`config.mk`:
```
export PLATFORM = sky130hd
export DESIGN_NAME = line_power_ctrl
export DESIGN_NICKNAME = d
export VERILOG_FILES = /design/src/logic/line_power_pkg.sv /design/src/logic/line_power_ctrl.sv /design/src/logic/pin_sync.sv
export SDC_FILE = /design/constraint.sdc
export NUM_CORES = 1
export LEC_CHECK = 0
export BUFFER_PORTS_ARGS = -buffer_cell sky130_fd_sc_hd__buf_2
export CAP_MARGIN = 10
export CORE_MARGIN = 2
export CORE_UTILIZATION = 25
export CTS_CLUSTER_SIZE = 8
export DETAILED_ROUTE_END_ITERATION = 8
export PLACE_DENSITY = 0.47
export SKIP_CTS_REPAIR_TIMING = 1
export SLEW_MARGIN = 20
export SYNTH_ARGS = -nofsm -noshare
export SYNTH_HDL_FRONTEND = slang
export SYNTH_HIERARCHICAL = 1
export SYNTH_SLANG_ARGS = --single-unit
```
`constraint.sdc`:
```
create_clock -name CLK -period 5.7 [get_ports CLK]
set_input_delay 1.14 -clock CLK [delete_from_list [all_inputs] [get_ports CLK]]
set_output_delay 1.14 -clock CLK [all_outputs]
set_load 0.02 [all_outputs]
```
`src/logic/line_power_pkg.sv`:
```
package line_power_pkg;

  // register byte addresses
  localparam logic [7:0] CTRL_ADDR       = 8'h00;
  localparam logic [7:0] STATUS_ADDR     = 8'h04;
  localparam logic [7:0] IRQ_STATUS_ADDR = 8'h08;
  localparam logic [7:0] IRQ_ENABLE_ADDR = 8'h0C;
  localparam logic [7:0] IRQ_CLEAR_ADDR  = 8'h10;

  // control register fields
  localparam int CTRL_LINK_ACTIVE_BIT   = 0;
  localparam int CTRL_LINK_SHUTDOWN_BIT = 1;
  localparam int CTRL_SW_MODE_BIT       = 2;
  localparam int CTRL_SW_SHUTDOWN_N_BIT = 3;
  localparam int CTRL_WIDTH             = 4;
  localparam logic [3:0] CTRL_RESET     = 4'h0;

  // status register fields
  localparam int STAT_DRIVERS_ON_BIT  = 0;
  localparam int STAT_PUMP_BIT        = 1;
  localparam int STAT_LINE_VALID_BIT  = 2;
  localparam int STAT_IDLE_BIT        = 3;
  localparam int STAT_SUPPLY_OK_BIT   = 4;
  localparam int STAT_WIDTH           = 5;

  // interrupt event bits, same layout in status, enable and clear
  localparam int EV_DRIVERS_ON_BIT  = 0;
  localparam int EV_DRIVERS_OFF_BIT = 1;
  localparam int EV_IDLE_BIT        = 2;
  localparam int EV_VALID_BIT       = 3;
  localparam int EV_WIDTH           = 4;
  localparam logic [3:0] IRQ_ENABLE_RESET = 4'h0;

  // inactivity window
  localparam longint unsigned CLK_HZ      = 250_000_000;
  localparam longint unsigned IDLE_TIME_S = 30;
  localparam longint unsigned IDLE_CYCLES = IDLE_TIME_S * CLK_HZ;
  localparam int IDLE_CNT_WIDTH           = 36;

  typedef enum logic [1:0] {
    DRV_OFF     = 2'b00,
    DRV_PUMPING = 2'b01,
    DRV_ON      = 2'b10
  } drv_state_t;

endpackage

```
`src/logic/line_power_ctrl.sv`:
```
`timescale 1ns/1ps
`default_nettype none

// Function
// - A low force-shutdown input turns every driver off while receivers stay on.
// - High force-active with high force-shutdown keeps the drivers on.
// - In automatic mode the drivers stay on while an edge came within 30 s.
// - In automatic mode the drivers shut down after 30 s without any edge.
// - With force-active tied to line validity, a valid level or recent edge keeps drivers on.
// - With both force inputs tied to line validity, drivers follow validity alone.
// - On leaving shutdown, drivers wait for the negative supply to be good.
// - The valid-level output shows receiver line validity and nothing else.
// - After an idle shutdown any receiver or driver input edge wakes the drivers.
module line_power_ctrl #(
  parameter logic [35:0] IDLE_CYCLES = 36'(line_power_pkg::IDLE_CYCLES),
  parameter int          LANES       = 3
) (
  input  wire logic             CLK,
  input  wire logic             RESETN,
  input  wire logic             PSEL,
  input  wire logic             PENABLE,
  input  wire logic             PWRITE,
  input  wire logic [7:0]       PADDR,
  input  wire logic [31:0]      PWDATA,
  output logic      [31:0]      PRDATA,
  output logic                  PREADY,
  output logic                  PSLVERR,
  input  wire logic [LANES-1:0] RX_IN,
  input  wire logic [LANES-1:0] RX_LEVEL_OK,
  input  wire logic [LANES-1:0] TX_IN,
  input  wire logic             FORCE_ACTIVE_IN,
  input  wire logic             FORCE_SHUTDOWN_N,
  input  wire logic             NEG_SUPPLY_OK,
  output logic      [LANES-1:0] RX_OUT,
  output logic      [LANES-1:0] TX_OUT,
  output logic      [LANES-1:0] TX_OE,
  output logic                  PUMP_EN,
  output logic                  VALID_OUT,
  output logic                  IRQ
);

  localparam int SW = 3 * LANES + 3;
  localparam int TX_LO = LANES;
  localparam int LV_LO = 2 * LANES;
  localparam int FA_BIT = 3 * LANES;
  localparam int FS_BIT = 3 * LANES + 1;
  localparam int SUP_BIT = 3 * LANES + 2;
  localparam int EVW = line_power_pkg::EV_WIDTH;
  localparam int CW = line_power_pkg::IDLE_CNT_WIDTH;

  initial begin
    if (IDLE_CYCLES < 36'h2) $error("idle window too short");
    if (LANES < 1 || LANES > 8) $error("lane count out of range");
  end

  function automatic logic addr_known(input logic [7:0] a);
    if (a == line_power_pkg::CTRL_ADDR) addr_known = 1'b1;
    else if (a == line_power_pkg::STATUS_ADDR) addr_known = 1'b1;
    else if (a == line_power_pkg::IRQ_STATUS_ADDR) addr_known = 1'b1;
    else if (a == line_power_pkg::IRQ_ENABLE_ADDR) addr_known = 1'b1;
    else if (a == line_power_pkg::IRQ_CLEAR_ADDR) addr_known = 1'b1;
    else addr_known = 1'b0;
  endfunction

  //////////////////////////////////////////////////////////////////////////
  // pin synchronisers

  logic [SW-1:0] pin_level;
  logic [SW-1:0] pin_change;

  pin_sync #(.WIDTH(SW)) u_sync (
    .clk    (CLK),
    .resetn (RESETN),
    .pin    ({NEG_SUPPLY_OK, FORCE_SHUTDOWN_N, FORCE_ACTIVE_IN,
              RX_LEVEL_OK, TX_IN, RX_IN}),
    .level  (pin_level),
    .change (pin_change)
  );

  logic [LANES-1:0] rx_now;
  logic [LANES-1:0] tx_now;
  logic             line_valid;
  logic             any_edge;
  logic             supply_ok;

  assign rx_now     = pin_level[LANES-1:0];
  assign tx_now     = pin_level[TX_LO +: LANES];
  assign line_valid = |pin_level[LV_LO +: LANES];
  assign supply_ok  = pin_level[SUP_BIT];
  // only data edges count as activity, not level or control pins
  assign any_edge   = |pin_change[2*LANES-1:0];

  //////////////////////////////////////////////////////////////////////////
  // registers written by software

  logic [3:0]     ctrl;
  logic [3:0]     next_ctrl;
  logic [EVW-1:0] irq_enable;
  logic [EVW-1:0] next_irq_enable;
  logic [31:0]    next_prdata;
  logic           apb_write;
  logic           apb_setup;

  assign apb_write = PSEL && PENABLE && PWRITE;
  assign apb_setup = PSEL && !PENABLE;
  assign PREADY    = 1'b1;
  assign PSLVERR   = PSEL && PENABLE && !addr_known(PADDR);

  logic           link_active;
  logic           link_shutdown;
  logic           sw_mode;
  logic           fa_eff;
  logic           fs_eff;

  assign link_active   = ctrl[line_power_pkg::CTRL_LINK_ACTIVE_BIT];
  assign link_shutdown = ctrl[line_power_pkg::CTRL_LINK_SHUTDOWN_BIT];
  assign sw_mode       = ctrl[line_power_pkg::CTRL_SW_MODE_BIT];

  //////////////////////////////////////////////////////////////////////////
  // inactivity timer

  logic [CW-1:0] idle_count;
  logic [CW-1:0] next_idle_count;
  logic          idle_expired;
  logic          next_idle_expired;

  always_comb begin
    next_idle_count   = idle_count;
    next_idle_expired = idle_expired;
    if (any_edge) begin
      next_idle_count   = '0;
      next_idle_expired = 1'b0;
    end else if (!idle_expired) begin
      if (idle_count == IDLE_CYCLES - 36'h1) begin
        next_idle_expired = 1'b1;
      end else begin
        next_idle_count = idle_count + 36'h1;
      end
    end
  end

  always_ff @(posedge CLK or negedge RESETN) begin
    if (!RESETN) begin
      idle_count   <= '0;
      idle_expired <= 1'b0;
    end else begin
      idle_count   <= next_idle_count;
      idle_expired <= next_idle_expired;
    end
  end

  //////////////////////////////////////////////////////////////////////////
  // driver power decision

  line_power_pkg::drv_state_t state;
  line_power_pkg::drv_state_t next_state;
  logic                       want_on;
  logic [LANES-1:0]           next_tx_oe;

  always_comb begin
    // software mode stands in for both force pins tied together
    if (sw_mode) begin
      fa_eff = ctrl[line_power_pkg::CTRL_SW_SHUTDOWN_N_BIT];
      fs_eff = ctrl[line_power_pkg::CTRL_SW_SHUTDOWN_N_BIT];
    end else begin
      fa_eff = link_active ? line_valid : pin_level[FA_BIT];
      fs_eff = link_shutdown ? line_valid : pin_level[FS_BIT];
    end
    if (!fs_eff) want_on = 1'b0;
    else if (fa_eff) want_on = 1'b1;
    else want_on = !idle_expired;
    next_state = state;
    case (state)
      line_power_pkg::DRV_OFF: begin
        if (want_on) next_state = line_power_pkg::DRV_PUMPING;
      end
      line_power_pkg::DRV_PUMPING: begin
        if (!want_on) next_state = line_power_pkg::DRV_OFF;
        else if (supply_ok) next_state = line_power_pkg::DRV_ON;
      end
      line_power_pkg::DRV_ON: begin
        if (!want_on) next_state = line_power_pkg::DRV_OFF;
      end
      default: next_state = line_power_pkg::DRV_OFF;
    endcase
    next_tx_oe = {LANES{next_state == line_power_pkg::DRV_ON}};
  end

  always_ff @(posedge CLK or negedge RESETN) begin
    if (!RESETN) begin
      state     <= line_power_pkg::DRV_OFF;
      TX_OE     <= '0;
      PUMP_EN   <= 1'b0;
      TX_OUT    <= '0;
      RX_OUT    <= '0;
      VALID_OUT <= 1'b0;
    end else begin
      state     <= next_state;
      TX_OE     <= next_tx_oe;
      PUMP_EN   <= next_state != line_power_pkg::DRV_OFF;
      TX_OUT    <= ~tx_now;                 // drivers invert
      RX_OUT    <= ~rx_now;
      VALID_OUT <= line_valid;
    end
  end

  //////////////////////////////////////////////////////////////////////////
  // interrupts and register file

  logic [EVW-1:0] irq_status;
  logic [EVW-1:0] next_irq_status;
  logic [EVW-1:0] events;
  logic [EVW-1:0] clear_mask;
  localparam int STATW = line_power_pkg::STAT_WIDTH;
  logic [STATW-1:0] status_word;

  always_comb begin
    events = '0;
    events[line_power_pkg::EV_DRIVERS_ON_BIT]  = next_tx_oe[0] && !TX_OE[0];
    events[line_power_pkg::EV_DRIVERS_OFF_BIT] = !next_tx_oe[0] && TX_OE[0];
    events[line_power_pkg::EV_IDLE_BIT]  = next_idle_expired && !idle_expired;
    events[line_power_pkg::EV_VALID_BIT] = line_valid != VALID_OUT;
    clear_mask = '0;
    if (apb_write && PADDR == line_power_pkg::IRQ_CLEAR_ADDR)
      clear_mask = PWDATA[EVW-1:0];
    // a new event outweighs a clear in the same cycle
    next_irq_status = (irq_status & ~clear_mask) | events;
    next_ctrl       = ctrl;
    next_irq_enable = irq_enable;
    if (apb_write && PADDR == line_power_pkg::CTRL_ADDR)
      next_ctrl = PWDATA[line_power_pkg::CTRL_WIDTH-1:0];
    else if (apb_write && PADDR == line_power_pkg::IRQ_ENABLE_ADDR)
      next_irq_enable = PWDATA[EVW-1:0];
    status_word = '0;
    status_word[line_power_pkg::STAT_DRIVERS_ON_BIT] = TX_OE[0];
    status_word[line_power_pkg::STAT_PUMP_BIT]       = PUMP_EN;
    status_word[line_power_pkg::STAT_LINE_VALID_BIT] = line_valid;
    status_word[line_power_pkg::STAT_IDLE_BIT]       = idle_expired;
    status_word[line_power_pkg::STAT_SUPPLY_OK_BIT]  = supply_ok;
    // read data is caught in the setup cycle, zero wait states
    next_prdata = PRDATA;
    if (apb_setup && !PWRITE) begin
      if (PADDR == line_power_pkg::CTRL_ADDR)
        next_prdata = {28'h0000000, ctrl};
      else if (PADDR == line_power_pkg::STATUS_ADDR)
        next_prdata = {27'h0000000, status_word};
      else if (PADDR == line_power_pkg::IRQ_STATUS_ADDR)
        next_prdata = {28'h0000000, irq_status};
      else if (PADDR == line_power_pkg::IRQ_ENABLE_ADDR)
        next_prdata = {28'h0000000, irq_enable};
      else
        next_prdata = 32'h00000000;
    end
  end

  always_ff @(posedge CLK or negedge RESETN) begin
    if (!RESETN) begin
      ctrl       <= line_power_pkg::CTRL_RESET;
      irq_enable <= line_power_pkg::IRQ_ENABLE_RESET;
      irq_status <= '0;
      PRDATA     <= '0;
      IRQ        <= 1'b0;
    end else begin
      ctrl       <= next_ctrl;
      irq_enable <= next_irq_enable;
      irq_status <= next_irq_status;
      PRDATA     <= next_prdata;
      IRQ        <= |(next_irq_status & next_irq_enable);
    end
  end
endmodule

`default_nettype wire

```
`src/logic/pin_sync.sv`:
```
`timescale 1ns/1ps
`default_nettype none

module pin_sync #(
  parameter int WIDTH = 1
) (
  input  wire logic             clk,
  input  wire logic             resetn,
  input  wire logic [WIDTH-1:0] pin,
  output logic      [WIDTH-1:0] level,
  output logic      [WIDTH-1:0] change
);

  logic [WIDTH-1:0] stage1;
  logic [WIDTH-1:0] stage2;
  logic [WIDTH-1:0] stage3;
  logic [WIDTH-1:0] next_level;
  logic [WIDTH-1:0] next_change;

  initial begin
    if (WIDTH < 1) $error("pin_sync needs at least one bit");
  end

  // a bit moves only once stages two and three agree
  always_comb begin
    next_level = level;
    for (int i = 0; i < WIDTH; i++) begin
      if (stage2[i] == stage3[i]) next_level[i] = stage2[i];
    end
    next_change = next_level ^ level;
  end

  always_ff @(posedge clk or negedge resetn) begin
    if (!resetn) begin
      stage1 <= '0;
      stage2 <= '0;
      stage3 <= '0;
      level  <= '0;
      change <= '0;
    end else begin
      stage1 <= pin;
      stage2 <= stage1;
      stage3 <= stage2;
      level  <= next_level;
      change <= next_change;
    end
  end

endmodule

`default_nettype wire

```
==> flow_summary.toml <==
[placed_design]
hpwl_um = 7000
port-buffer-count = 46
gp_congestion = 0.789

[routing]
viasPerCell = 4.48
finalWirelength_um = 10200
drtAntennaViolNets = 0
wl_per_cell_um = 12.8
drt_iter0_drc = 191
num_vias = 3573
drc = 0
dr.pass1.iters = 4

[clocking]
ctsLongestPathBuffers = 2
cts-root-buf = "clkbuf_16"
cts_tree = "yes"
htreeDepth = 4
cts.sinks = 120
cts_buffers = 17
worstSkewPairLatency_ps = 410
clk_pin_slew_worst_paths_ps = 50

[timing]
hold_slack_ps = 346
finalCriticalPeriod_ps = 3300
setup_viol = 0
slew_headroom_pct = 32.0
rsz0062_at_grt = "false"
fmax_ghz = 0.303
final_max_slew_viol_count = 0
fin_crit_sh_pct = 57.8
finalHoldViolations = 0
setup_tns_ps = 0
clock_skew_ps = 5.61
worst_slew_pin_slew_ps = 1020

[synth]
yosys_warnings = 6
synth_cells = 463
avgSynthCellArea_um2 = 11.2
syn-cell-area_mm2 = 0.00520

[worst_setup_path]
worstSetupEndpointType = "output port"
cp_data_arrival_time_ps = 2160
path_max_fanout = 3
crit_chain = "buf_2, or4_1, nor2_1, a21oi_1, buf_2"
cpMostUsedCell = "buf_2"
critical_path_class = "primary input to output port"
critPathRequiredTime_ps = 4560
crit_slowest_cell = "or4_1"
max_stage_delay_ps = 580
start_kind = "primary input"

[global_routing]
first_global_vias = 3450
grt_max_degree = 69
overflow = 0
track_usage_pct = 9.88
antenna_found_initial = 0
grt_pass1_wl_um = 17100

[finish]
diodes = 0
syn_to_final_growth_pct = 17.8
nets = 573
drive_gt1_share_pct = 18.9

[outcome]
status = "finished clean"

[min_path]
hold_class = "flop to flop"

[floorplanning]
die_h_um = 148
fp.coreArea_mm2 = 0.0203
die_w_um = 148
ios = 103
fp-row-count = 52
die_area_mm2 = 0.0220
start_util_pct = 25.6

[power_and_ir_drop]
power_density_mw_per_mm2 = 332
total_leakage_power_nw = 2.60
peakVddDrop_uv = 212

[job]
drv_cap = 0
flip-flops by register name, summed over array words and instances (netlist names):
name,flops
idle_count,36
PUMP_EN,1
u_sync/level,12
irq_enable,4
u_sync/stage1,12
IRQ,1
state,2
PRDATA,5
u_sync/stage3,12
idle_expired,1
TX_OE,1
VALID_OUT,1
ctrl,4
u_sync/stage2,12
TX_OUT,3
u_sync/change,6
irq_status,4
RX_OUT,3
final cells by class:
class / instances / area, um^2
inverters: 19 / 71.3
well taps: 270 / 338
flip-flops and latches: 120 / 3000
repair buffers: 49 / 255
clock buffers: 20 / 437
clock inverters: 12 / 104
multi-input cells: 308 / 1920
fillers: 2106 / 14200
path summary, 6_finish.rpt:
| kind | from | end | slack, ps | depth (start not counted) |
|---|---|---|---|---|
| setup / recovery | PADDR[1] | PSLVERR | 2400 | 5 |
| hold / removal | u_sync/stage1[10] | u_sync/stage2[10] | 350 | 0 |
| setup reg to reg | idle_expired | idle_count[27] | 3080 | 4 |
| hold reg to reg | u_sync/stage1[10] | u_sync/stage2[10] | 350 | 0 |
| max in group asynchronous | RESETN | irq_status[0] | 3680 | 2 |
| min in group asynchronous | RESETN | PRDATA[1] | 850 | 1 |
stage by stage:
stage	power [mW]	cells	utilization, %	cell area, um^2	setup WS, ps
global route	2.13	798	30.2	6130	2340
CTS	2.08	798	30.2	6130	2400
floorplan	1.04	489	-	5300	2600
global placement	1.09	766	27.5	5590	2290
finish	2.04	798	30.2	6130	2400
detailed placement	1.09	766	27.5	5590	2330
critical path, delay by kind of cell:
kind / cells / cell delay, ps
simple gates: 2 / 690
buf+inv: 2 / 260
compound gates: 1 / 60
routing by layer:
layer	share of wire [%]	track usage [%]
met5	0	0
met1	47	13.2
met3	5.9	3.10
met4	1.5	4.29
met2	45	14.7
cell usage in the layout, fill, tap and decap left out, types with 4 or more instances in the layout:
cell         n
nor2_1      28
nand2_1     26
and3_1      11
or4_1       13
buf_2       45
conb_1      28
or2_2        5
nor3_1       4
nand4_1     11
a22o_1       4
a21oi_1     28
clkbuf_16   17
o22ai_1      8
mux2_2       6
o21ai_0     15
nand2b_1     7
xor2_1      13
nand3_1     17
a22oi_1      4
o31ai_1     12
dfrtp_1    120
and2_1       4
or3_1        4
nor4_1       7
buf_4        4
inv_1       19
maj3_1      11
clkinv_2     5
power by group:
part           internal [mW]  switching [mW]  leakage [nW]  total [mW]
sequential             0.896          0.0263          1.51       0.922
combinational         0.0463           0.104         0.838       0.150
clock                  0.596           0.370         0.260       0.966
total                   1.54           0.500          2.60        2.04
Note: power is estimated with default switching activity, not from simulation.
